==> src/core/ucbr_defs.svh <==
// register indices, field positions and timing counts for the uart control block
// assumes an apb slave with 32-bit data, one register per aligned word (byte address = index * 4)
`ifndef UCBR_DEFS_SVH
`define UCBR_DEFS_SVH

// register indices
`define UCBR_IDX_PWR 8'h87
`define UCBR_IDX_CTRL 8'h98
`define UCBR_IDX_DATA 8'h99
`define UCBR_IDX_BAUD 8'h9E

// control/status fields
`define UCBR_F_MODE 7:6
`define UCBR_B_FILT 5
`define UCBR_B_FE 7
`define UCBR_B_OVR 6
`define UCBR_B_COL 5
`define UCBR_B_REN 4
`define UCBR_B_TB8 3
`define UCBR_B_RB8 2
`define UCBR_B_TI 1
`define UCBR_B_RI 0

// power control fields
`define UCBR_B_SMOD 7
`define UCBR_B_SEL 6

// bit times in system clocks
`define UCBR_BT_SYNC_SLOW 16'h000C
`define UCBR_BT_SYNC_FAST 16'h0004
`define UCBR_BT_FIX_SLOW 16'h0040
`define UCBR_BT_FIX_FAST 16'h0020
`define UCBR_OVS 16'h0010

`endif

==> src/core/ucbr_pkg.sv <==
// types of the uart control block: frame modes, engine phases, state records
// assumes ucbr_defs.svh supplies the numeric constants
package ucbr_pkg;
  typedef enum logic [1:0] {
    UCBR_M_SYNC = 2'h0,
    UCBR_M_ASYNC8 = 2'h1,
    UCBR_M_ASYNC9F = 2'h2,
    UCBR_M_ASYNC9V = 2'h3
  } ucbr_mode_t;

  typedef enum logic [2:0] {
    UCBR_IDLE = 3'h0,
    UCBR_START = 3'h1,
    UCBR_DATA = 3'h2,
    UCBR_NINTH = 3'h3,
    UCBR_STOP = 3'h4
  } ucbr_phase_t;

  typedef struct packed {
    ucbr_mode_t mode;
    logic filt, ren, tb8, rb8, ti, ri;
    logic fe, ovr, col, smod, sel;
    logic [7:0] baud;
    logic [7:0] rbuf;
    logic unread;
    logic pready, pslverr;
    logic [31:0] prdata;
    logic txd, rxd_out, rxd_oe_n;
    ucbr_phase_t tx_st;
    logic [8:0] tx_sh;
    logic [15:0] tx_cnt;
    logic [2:0] tx_bit;
    ucbr_phase_t rx_st;
    logic [7:0] rx_sh;
    logic [15:0] rx_cnt;
    logic [2:0] rx_bit;
    logic rx_m0, rx_n9;
  } ucbr_state_t;

  typedef struct packed {
    logic ff1, ff2, ff3, q;
  } ucbr_sync_t;
endpackage : ucbr_pkg

==> src/core/ucbr_sync.sv <==
// three-stage synchroniser with agreement filter for the serial receive pin
// assumes din is asynchronous to pclk; dout idles at RST_VAL after reset
module ucbr_sync #(
  parameter logic RST_VAL = 1'b1
) (
  input wire logic pclk,
  input wire logic presetn,
  input wire logic din,
  output logic dout
);
  ucbr_pkg::ucbr_sync_t s, n;

  // ff1 feeds only ff2; a change is taken once ff2 and ff3 agree
  always_comb begin
    n = s;
    n.ff1 = din;
    n.ff2 = s.ff1;
    n.ff3 = s.ff2;
    if (s.ff2 == s.ff3) n.q = s.ff3;
  end

  always_ff @(posedge pclk or negedge presetn) begin
    if (!presetn) begin
      s <= {RST_VAL, RST_VAL, RST_VAL, RST_VAL};
    end else begin
      s <= n;
    end
  end

  assign dout = s.q;
endmodule : ucbr_sync

==> src/core/ucbr_top.sv <==
// uart control/status and data buffer registers with tx/rx frame engines, apb slave
// assumes pclk 200 MHz, presetn async active low, rxd_in asynchronous to pclk
`include "ucbr_defs.svh"

module ucbr_top #(
  parameter int ADDR_W = 12
) (
  input wire logic pclk,
  input wire logic presetn,
  input wire logic psel,
  input wire logic penable,
  input wire logic pwrite,
  input wire logic [ADDR_W-1:0] paddr,
  input wire logic [31:0] pwdata,
  output logic [31:0] prdata,
  output logic pready,
  output logic pslverr,
  input wire logic rxd_in,
  output logic rxd_out,
  output logic rxd_oe_n,
  output logic txd_out
);
  ucbr_pkg::ucbr_state_t s, n;
  logic rxs;
  logic wr, rd;
  logic [7:0] w;
  logic [15:0] bt, half;
  logic tx_ev, rx_ev, tx_busy;
  logic rx_latch, stop_bad, nine_eff;

  // register index to byte address match
  function automatic logic at(input logic [ADDR_W-1:0] a, input logic [7:0] idx);
    return a == ADDR_W'({idx, 2'b00});
  endfunction : at

  // bit time in clocks for the current frame mode
  function automatic logic [15:0] bit_time(input ucbr_pkg::ucbr_mode_t m, input logic f, input logic sm,
                                           input logic [7:0] b);
    case (m)
      ucbr_pkg::UCBR_M_SYNC: bit_time = f ? `UCBR_BT_SYNC_FAST : `UCBR_BT_SYNC_SLOW;
      ucbr_pkg::UCBR_M_ASYNC9F: bit_time = sm ? `UCBR_BT_FIX_FAST : `UCBR_BT_FIX_SLOW;
      default: bit_time = {4'h0, b, 4'h0} + `UCBR_OVS; // variable rate: (baud+1)*16
    endcase
  endfunction : bit_time

  // rx pin resynchronised; sync-mode sampling lags by four clocks, so fast rate needs slow partners
  ucbr_sync #(.RST_VAL(1'b1)) u_rx_sync (
    .pclk(pclk),
    .presetn(presetn),
    .din(rxd_in),
    .dout(rxs)
  );

  // whole next-state function
  always_comb begin
    n = s;
    w = pwdata[7:0];
    wr = psel & penable & s.pready & pwrite;
    rd = psel & penable & s.pready & ~pwrite;
    bt = bit_time(s.mode, s.filt, s.smod, s.baud);
    half = bt >> 1;
    tx_ev = s.tx_cnt == 16'h0000;
    rx_ev = s.rx_cnt == 16'h0000;
    tx_busy = (s.tx_st != ucbr_pkg::UCBR_IDLE) | (s.rx_m0 & (s.rx_st != ucbr_pkg::UCBR_IDLE));
    rx_latch = 1'b0;
    stop_bad = 1'b0;
    nine_eff = (s.mode == ucbr_pkg::UCBR_M_ASYNC8) ? rxs : s.rx_n9;

    // apb: answer prepared in setup, so the access phase never waits
    n.pready = psel & ~penable;
    if (psel & ~penable) begin
      n.pslverr = ~(at(paddr, `UCBR_IDX_CTRL) | at(paddr, `UCBR_IDX_DATA) | at(paddr, `UCBR_IDX_PWR) |
                    at(paddr, `UCBR_IDX_BAUD));
      n.prdata = 32'h0000_0000;
      if (at(paddr, `UCBR_IDX_CTRL)) begin
        n.prdata[7:0] = {s.sel ? {s.fe, s.ovr, s.col} : {s.mode, s.filt},
                         s.ren, s.tb8, s.rb8, s.ti, s.ri};
      end
      if (at(paddr, `UCBR_IDX_DATA)) n.prdata[7:0] = s.rbuf;
      if (at(paddr, `UCBR_IDX_PWR)) n.prdata[7:0] = {s.smod, s.sel, 6'h00};
      if (at(paddr, `UCBR_IDX_BAUD)) n.prdata[7:0] = s.baud;
    end

    // reading the latch marks it consumed
    if (rd & at(paddr, `UCBR_IDX_DATA)) n.unread = 1'b0;

    // control writes; flags only clear by writing zero, hardware sets below win
    if (wr & at(paddr, `UCBR_IDX_CTRL)) begin
      if (s.sel) begin
        n.fe = s.fe & w[`UCBR_B_FE];
        n.ovr = s.ovr & w[`UCBR_B_OVR];
        n.col = s.col & w[`UCBR_B_COL];
      end else begin
        n.mode = ucbr_pkg::ucbr_mode_t'(w[`UCBR_F_MODE]);
        n.filt = w[`UCBR_B_FILT];
      end
      n.ren = w[`UCBR_B_REN];
      n.tb8 = w[`UCBR_B_TB8];
      n.rb8 = w[`UCBR_B_RB8];
      n.ti = w[`UCBR_B_TI];
      n.ri = w[`UCBR_B_RI];
    end
    if (wr & at(paddr, `UCBR_IDX_PWR)) begin
      n.smod = w[`UCBR_B_SMOD];
      n.sel = w[`UCBR_B_SEL];
    end
    if (wr & at(paddr, `UCBR_IDX_BAUD)) n.baud = w;

    // data write starts a frame, or is dropped if one is running
    if (wr & at(paddr, `UCBR_IDX_DATA)) begin
      if (tx_busy) begin
        n.col = 1'b1;
      end else begin
        n.tx_sh = {s.tb8, w};
        n.tx_cnt = bt - 16'h0001;
        n.tx_bit = 3'h0;
        n.txd = 1'b0;
        if (s.mode == ucbr_pkg::UCBR_M_SYNC) begin
          n.tx_st = ucbr_pkg::UCBR_DATA;
          n.rxd_oe_n = 1'b0;
          n.rxd_out = w[0];
        end else begin
          n.tx_st = ucbr_pkg::UCBR_START; // start bit low
        end
      end
    end

    // receive engine
    if (!s.ren) begin
      n.rx_st = ucbr_pkg::UCBR_IDLE;
      n.rx_m0 = 1'b0;
      if (s.rx_m0 & (s.rx_st != ucbr_pkg::UCBR_IDLE)) n.txd = 1'b1;
    end else begin
      if (s.rx_st != ucbr_pkg::UCBR_IDLE) begin
        n.rx_cnt = rx_ev ? bt - 16'h0001 : s.rx_cnt - 16'h0001;
      end
      case (s.rx_st)
        ucbr_pkg::UCBR_IDLE: begin
          if (s.mode == ucbr_pkg::UCBR_M_SYNC) begin
            // sync receive needs the line and shift clock to itself
            if (!s.ri & !tx_busy & !(wr & at(paddr, `UCBR_IDX_DATA))) begin
              n.rx_st = ucbr_pkg::UCBR_DATA;
              n.rx_m0 = 1'b1;
              n.rx_cnt = bt - 16'h0001;
              n.rx_bit = 3'h0;
              n.txd = 1'b0;
            end
          end else if (!rxs) begin
            n.rx_st = ucbr_pkg::UCBR_START;
            n.rx_m0 = 1'b0;
            n.rx_cnt = half - 16'h0001;
          end
        end
        ucbr_pkg::UCBR_START: begin
          // mid start bit: a high line was a glitch
          if (rx_ev) n.rx_st = rxs ? ucbr_pkg::UCBR_IDLE : ucbr_pkg::UCBR_DATA;
          n.rx_bit = 3'h0;
        end
        ucbr_pkg::UCBR_DATA: begin
          if (s.rx_m0) begin
            if (s.rx_cnt == half) begin
              n.txd = 1'b1;
              n.rx_sh = {rxs, s.rx_sh[7:1]};
            end
            if (rx_ev) begin
              n.txd = 1'b0;
              n.rx_bit = s.rx_bit + 3'h1;
              if (s.rx_bit == 3'h7) begin
                n.txd = 1'b1;
                n.rx_st = ucbr_pkg::UCBR_IDLE;
                n.rx_m0 = 1'b0;
                rx_latch = 1'b1; // done after 8th bit, ninth flag untouched
              end
            end
          end else if (rx_ev) begin
            n.rx_sh = {rxs, s.rx_sh[7:1]}; // lsb first
            n.rx_bit = s.rx_bit + 3'h1;
            if (s.rx_bit == 3'h7) begin
              n.rx_st = s.mode[1] ? ucbr_pkg::UCBR_NINTH : ucbr_pkg::UCBR_STOP; // 9-bit modes
            end
          end
        end
        ucbr_pkg::UCBR_NINTH: begin
          if (rx_ev) begin
            n.rx_n9 = rxs;
            n.rx_st = ucbr_pkg::UCBR_STOP;
          end
        end
        ucbr_pkg::UCBR_STOP: begin
          if (rx_ev) begin
            stop_bad = !rxs;
            if (stop_bad) n.fe = 1'b1;
            if (!s.filt | nine_eff) begin
              rx_latch = 1'b1;
              n.rb8 = nine_eff;
            end
            n.rx_st = ucbr_pkg::UCBR_IDLE;
          end
        end
        default: n.rx_st = ucbr_pkg::UCBR_IDLE;
      endcase
    end

    // latching into the receive buffer; an unread byte is lost
    if (rx_latch) begin
      n.rbuf = s.rx_sh;
      n.ri = 1'b1;
      if (s.unread) n.ovr = 1'b1;
      n.unread = 1'b1;
    end

    // transmit engine
    if (s.tx_st != ucbr_pkg::UCBR_IDLE) begin
      n.tx_cnt = tx_ev ? bt - 16'h0001 : s.tx_cnt - 16'h0001;
      case (s.tx_st)
        ucbr_pkg::UCBR_START: begin
          if (tx_ev) begin
            n.txd = s.tx_sh[0];
            n.tx_sh = s.tx_sh >> 1;
            n.tx_st = ucbr_pkg::UCBR_DATA;
          end
        end
        ucbr_pkg::UCBR_DATA: begin
          if (s.mode == ucbr_pkg::UCBR_M_SYNC) begin
            if (s.tx_cnt == half) n.txd = 1'b1; // shift clock high for second half
            if (tx_ev) begin
              n.txd = 1'b0;
              n.tx_sh = s.tx_sh >> 1;
              n.rxd_out = s.tx_sh[1];
              n.tx_bit = s.tx_bit + 3'h1;
              if (s.tx_bit == 3'h7) begin
                n.tx_st = ucbr_pkg::UCBR_IDLE;
                n.ti = 1'b1; // end of 8th bit
                n.txd = 1'b1;
                n.rxd_out = 1'b1;
                n.rxd_oe_n = 1'b1;
              end
            end
          end else if (tx_ev) begin
            n.txd = s.tx_sh[0];
            n.tx_sh = s.tx_sh >> 1;
            n.tx_bit = s.tx_bit + 3'h1;
            if (s.tx_bit == 3'h7) begin
              if (s.mode[1]) begin
                n.tx_st = ucbr_pkg::UCBR_NINTH; // ninth bit is the saved tb8
              end else begin
                n.txd = 1'b1;
                n.ti = 1'b1;
                n.tx_st = ucbr_pkg::UCBR_STOP;
              end
            end
          end
        end
        ucbr_pkg::UCBR_NINTH: begin
          if (tx_ev) begin
            n.txd = 1'b1; // stop bit high
            n.ti = 1'b1;
            n.tx_st = ucbr_pkg::UCBR_STOP;
          end
        end
        ucbr_pkg::UCBR_STOP: begin
          if (tx_ev) n.tx_st = ucbr_pkg::UCBR_IDLE;
        end
        default: n.tx_st = ucbr_pkg::UCBR_IDLE;
      endcase
    end
  end

  // state register; lines idle high, everything else zero
  always_ff @(posedge pclk or negedge presetn) begin
    if (!presetn) begin
      s <= '0;
      s.txd <= 1'b1;
      s.rxd_out <= 1'b1;
      s.rxd_oe_n <= 1'b1;
    end else begin
      s <= n;
    end
  end

  assign prdata = s.prdata;
  assign pready = s.pready;
  assign pslverr = s.pslverr;
  assign txd_out = s.txd;
  assign rxd_out = s.rxd_out;
  assign rxd_oe_n = s.rxd_oe_n;
endmodule : ucbr_top

==> config.mk <==
export PLATFORM = sky130hd
export DESIGN_NAME = ucbr_top
export DESIGN_NICKNAME = d
export VERILOG_FILES = /design/src/core/ucbr_pkg.sv /design/src/core/ucbr_sync.sv /design/src/core/ucbr_top.sv
export VERILOG_INCLUDE_DIRS = /design/src /design/src/core
export SDC_FILE = /design/constraint.sdc
export NUM_CORES = 1
export LEC_CHECK = 0
export BUFFER_PORTS_ARGS = -buffer_cell sky130_fd_sc_hd__buf_2
export CAP_MARGIN = 20
export CELL_PAD_IN_SITES_DETAIL_PLACEMENT = 0
export CELL_PAD_IN_SITES_GLOBAL_PLACEMENT = 1
export CORE_MARGIN = 4
export CORE_UTILIZATION = 45
export DETAILED_ROUTE_END_ITERATION = 8
export GPL_TIMING_DRIVEN = 0
export PLACE_DENSITY_LB_ADDON = 0.12
export SLEW_MARGIN = 20
export SYNTH_ARGS = -nofsm -noshare
export SYNTH_HDL_FRONTEND = slang
export SYNTH_SLANG_ARGS = --single-unit
==> constraint.sdc <==
create_clock -name pclk -period 7.8 [get_ports pclk]
set_input_delay 1.56 -clock pclk [delete_from_list [all_inputs] [get_ports pclk]]
set_output_delay 1.56 -clock pclk [all_outputs]
set_load 0.05 [all_outputs]
# [Word-level counts from Yosys, hierarchy flattened]
# Cells that the tools add are included.
[totals] regBits=110 mem_bits_ro=0 ramBits=0 output_inout_bits=37 input_bits=50 latch_bits=0 mem_count=0 elab_cells=232
[classes] shift=0 n_div=0 n_bitwise=25 magnitude_cmp=0 n_addsub=7 n_mux=111 n_reduce_logical=22 n_eq_ne=32 mul=0
[ops] cell="34-bit 2-to-1 mux" count=3
[ops] cell="16-bit 2-to-1 mux" count=6
[ops] cell="3-bit 2-to-1 mux" count=21
[ops] cell="1-bit 2-to-1 mux" count=49
[ops] cell="12-bit by 10-bit equality test with 1-bit output, second input constant" count=4
[ops] cell="16-bit by 1-bit subtractor with 16-bit output, second input constant" count=3
[ops] cell="8-bit 2-to-1 mux" count=5
[ops] cell="12-bit 2-to-1 mux" count=3
[ops] cell="16-bit zero test" count=2
[ops] cell="13-bit one-hot mux with 2 select lines" count=1
[ops] cell="11-bit 2-to-1 mux" count=2
[ops] cell="20-bit 2-to-1 mux" count=1
[ops] cell="9-bit one-hot mux with 2 select lines" count=1
[ops] cell="1-bit AND" count=16
[ops] cell="16-bit by 12-bit equality test with 1-bit output" count=1
[ops] cell="16-bit by 15-bit equality test with 1-bit output" count=1
[ops] cell="15-bit by 1-bit subtractor with 16-bit output, second input constant" count=1
[ops] cell="15-bit 2-to-1 mux" count=1
[ops] cell="3-bit inequality test, second input constant" count=5
[ops] cell="3-bit one-hot mux with 5 select lines" count=1
[ops] cell="12-bit by 5-bit adder with 13-bit output, second input constant" count=1
[ops] cell="3-bit by 2-bit equality test with 1-bit output, second input constant" count=4
[ops] cell="3-bit equality test, second input constant" count=4
[ops] cell="6-bit 2-to-1 mux" count=2
[ops] cell="other kinds (28)" count=59

# [Depth between registers and ports, before layout]
[logic_depth] depth_word=15 ltp_mapped=10 ltp_nobuf=9

# [Cells and area by module]
# Synthesis repeated with hierarchy kept, for this count alone.
[hier_totals] cells_unflattened=785 area_unflattened_um2=7035.5
[by_module_without_submodules] module="ucbr_top" cells_each=780 area_each_um2=6919.1 instances=1
[by_module_without_submodules] module="ucbr_sync" cells_each=5 area_each_um2=116.4 instances=1

# [Least setup slack after synthesis]
# No wires, ideal clock.
[synth_timing] path_kind="in2reg" from="input paddr[10]" to="register s[127] in the netlist's numbering" path_slack_ps=4264 arrival_ps=3411 setup_time_ps=125 required_ps=7675 cell_stages=6 path_buffers=0 path_cell_list="nor4_1 nand2_1 nor3_1 nor4b_1 and2b_1 mux2_2"
[synth_between] elab_chain_cells=3
[synth_lines] item="start: declaration" line="ucbr_top.sv:13" source="input wire logic [ADDR_W-1:0] paddr,"
[synth_lines] item="12-bit by 10-bit equality test with 1-bit output" line="ucbr_top.sv:33" source="return a == ADDR_W'({idx, 2'b00});"
[synth_lines] item="1-bit AND" line="ucbr_top.sv:88" source="if (wr & at(paddr, `UCBR_IDX_CTRL)) begin"
[synth_lines] item="2-bit AND reduction (no source line)"
[synth_lines] item="end signal: assignment" line="ucbr_top.sv:277" source="s <= n;"
[synth_lines] item="end: declaration" line="ucbr_top.sv:23" source="ucbr_pkg::ucbr_state_t s, n;"
# No other way between the ends.
# A chain may end at the register's enable or synchronous reset.

# [Worst setup path in the final report]
# Ends and elaborated chain as after synthesis.

==> impl_metrics.env <==
export IMPL_synth_area_um2=7210
export IMPL_hp_start="u_rx_sync.n[2]$_DFF_PN1_"
export IMPL_clock_latency_ns=0.36
export IMPL_holdCritPathClass="reg -> reg"
export IMPL_r2r_cells=8
export IMPL_status="finished, final reports clean"
export IMPL_ctsHtreeMaxLevel=3
export IMPL_ant_nets=0
export IMPL_slowest_delay_ns=0.95
export IMPL_overflow=0
export IMPL_ys_seq_elements=110
export IMPL_cts_root_buf="clkbuf_16"
export IMPL_die_height_um=135
export IMPL_numCtsBuffers=9
export IMPL_wl_per_cell_um=19.0
export IMPL_crit_chain="buf_2, nor4_1, nand2_1, nor3_1, nor4b_1, and2b_1, mux2_2"
export IMPL_peakVddDrop_mv=0.109
export IMPL_antenna_found_initial=0
export IMPL_die_width_um=135
export IMPL_hpwl_mm=15.9
export IMPL_num_nets_final=952
export IMPL_drive_gt1_frac=0.173
export IMPL_crit_arrival_ns=4.14
export IMPL_post_cts_resized=0
export IMPL_slew_violations=0
export IMPL_finalSetupViolations=0
export IMPL_ys_warn_count=0
export IMPL_dp_cells=1095
export IMPL_top_usage_layer="met2"
export IMPL_clock_tree_buffer_depth=2
export IMPL_cp_max_fo=4
export IMPL_p_leak_uw=0.00345
export IMPL_start_util=0.467
export IMPL_num_vias=6582
export IMPL_yosys_top_cells_area="dfrtp_1 36%, nand2_1 5.6%, o21ai_0 4.7%, mux2_2 4.2%, buf_4 3.6%"
export IMPL_synth_top_cell_area_share=0.358
export IMPL_rsz0062_at_grt="false"
export IMPL_max_freq_mhz=257
export IMPL_crit_type="in -> reg"
export IMPL_synthCells=822
export IMPL_power_density_nw_per_um2=137
export IMPL_finalClockSkew_ns=0.00988
export IMPL_drtPass1Iterations=8
export IMPL_postCtsHoldBufs=0
export IMPL_finalSetupTns_ns=0
export IMPL_maxSlewHeadroom=0.224
export IMPL_vias_per_cell=5.92
export IMPL_antenna_cells=0
export IMPL_grt_max_degree=75
export IMPL_synth_seq_area_share=0.383
export IMPL_required_ns=8.04
export IMPL_ios=87
export IMPL_gp_congestion=0.908
export IMPL_clock_sinks=110
export IMPL_drtIter0Drc=577
export IMPL_timing_rr_end="s[15]$_DFFE_PN0P_"
export IMPL_crit_slowest_cell="nor4b_1"
export IMPL_clk_pin_slew_worst_paths_ns=0.07
export IMPL_syn2layout_area_growth_pct=11.9
export IMPL_grt_met2_usage=0.374
export IMPL_stdcell_count=1111
export IMPL_portBuffers=38
export IMPL_hold_path_end="u_rx_sync.n[1]$_DFF_PN1_"
export IMPL_postSynthAreaPerCell_um2=8.77
export IMPL_wl_mm=21.1
export IMPL_regToRegStartpoint="s[60]$_DFF_PN0_"
export IMPL_fin_crit_sh=0.499
export IMPL_drcViolationCount=0
export IMPL_met3_usage=0.0365
export IMPL_ys_flop_type="dfrtp_1"
export IMPL_core_um2=15400
export IMPL_cts_tree="yes"
export IMPL_ff2ff_setup_slack_ns=4.62
export IMPL_num_rows=45
export IMPL_met1_usage=0.332
export IMPL_min_period_ns=3.89
export IMPL_grt_first_pass_wirelength_mm=34.1
export IMPL_holdPathStages=0
export IMPL_synth_area_leader_cell="dfrtp_1"
export IMPL_grt_pass1_vias=6421
export IMPL_grtUsageTotal=0.235
export IMPL_worstMarginPinSlew_ns=1.15
export IMPL_synth_cell_types=77
export IMPL_crit_path_start_kind="primary input"
export IMPL_async_flop_share=1.00
export IMPL_fp_dieArea_um2=18100
export IMPL_max_cap_viol_count=0
export IMPL_hold_viol=0
export IMPL_post_cts_setup_buffer_count=0
export IMPL_synth_edff_count=0
export IMPL_end_kind="register"
[cell families (layout without fill, tap and decap cells)]
kind of cell / Yosys count / count (layout) / share of synthesized area
AO/OA/AOI/OAI: 218 / 218 / 0.201
XOR/XNOR: 31 / 31 / 0.0377
adder cells (fa/ha/maj): 8 / 8 / 0.0135
buffers and inverters: 95 / 150 / 0.0712
flip-flops: 110 / 110 / 0.383
multiplexers: 50 / 50 / 0.0741
other: 1 / 24 / 0.000520
AND/OR/NAND/NOR: 309 / 309 / 0.219
[report_power, final]
group / total, uW / internal, uW / switching, uW
registers: 575 / 573 / 1.33
logic: 78.4 / 20.5 / 58.0
clock network: 448 / 223 / 225
[registers in the layout, summed over array words and instances (netlist names)]
signal          flops
prdata              8
rxd_out             1
pready              1
u_rx_sync.n         2
txd_out             1
pslverr             1
s                  93
rxd_oe_n            1
u_rx_sync.dout      1
u_rx_sync.s         1
[Yosys cell counts, drive strengths merged (6+ instances only)]
master	n
a211o	12
a22o	6
dfstp	7
nor2b	8
mux2	27
o211ai	7
xnor2	21
nand2	108
nor3	27
nor4	12
nor2	53
o22ai	10
nand2b	11
mux2i	23
clkbuf	29
o21ai	69
dfrtp	103
xor2	10
a222oi	6
a211oi	6
buf	47
inv	19
a31oi	9
nand4	11
a21boi	6
a21oi	42
or3	9
or2	6
ha	7
nand3	27
[cell type report]
class | count | area [um2]
Fill cell | 1556 | 7360
Timing Repair Buffer | 39 | 224
Sequential cell | 110 | 2760
Inverter | 19 | 71.3
Clock inverter | 6 | 52.6
Tap cell | 211 | 264
Buffer | 76 | 442
Multi-Input combinational cell | 640 | 4020
Clock buffer | 10 | 229
[layout by cell type, fill, tap and decap left out, types with 8 or more instances in the layout]
cell       instances
a211o_1           12
a21oi_1           42
a31oi_1            9
buf_2             45
buf_4             35
clkbuf_1          30
clkbuf_16          9
conb_1            24
dfrtp_1          103
inv_1             18
mux2_2            27
mux2i_1           23
nand2_1          108
nand2b_1          11
nand3_1           27
nand4_1           10
nor2_1            52
nor2b_1            8
nor3_1            23
nor4_1            10
o21ai_0           68
o22ai_1           10
or3_1              9
xnor2_1           21
xor2_1            10
[metrics by stage]
step | instance area [um2] | util | power (uW) | setup slack (ns) | hold slack, ns
after detailed placement | 7780 | 0.504 | 664 | 3.58 | 0.347
after CTS | 8060 | 0.523 | 1120 | 3.95 | 0.362
final | 8060 | 0.523 | 1100 | 3.91 | 0.364
after floorplan | 7290 | - | 635 | 4.26 | 0.345
after global placement | 7750 | 0.502 | 661 | 3.58 | 0.349
after global routing | 8060 | 0.523 | 1150 | 3.70 | 0.371
[critical path, delay by kind of cell]
family | cells | cell delay (ns)
simple gates | 5 | 2.13
buf+inv | 1 | 0.10
mux | 1 | 0.34
[worst max-delay path by stage]
stage | slack (ns) | from | cells past startpoint | endpoint
after floorplan | 4.26 | paddr[10] | 6 | s[127]$_DFFE_PN0P_
after global placement | 3.58 | paddr[10] | 7 | s[129]$_DFFE_PN0P_
after detailed placement | 3.58 | paddr[10] | 7 | s[129]$_DFFE_PN0P_
after CTS | 3.95 | paddr[10] | 7 | s[129]$_DFFE_PN0P_
after global routing | 3.70 | paddr[10] | 7 | s[127]$_DFFE_PN0P_
final | 3.91 | paddr[10] | 7 | s[127]$_DFFE_PN0P_
[per-layer routing]
metal / routed length [um] / part of all wire
met1: 9700 / 0.46
met2: 9850 / 0.47
met3: 1150 / 0.054
met4: 382 / 0.018
met5: 0 / 0
Power figures use the tool's default switching activity.
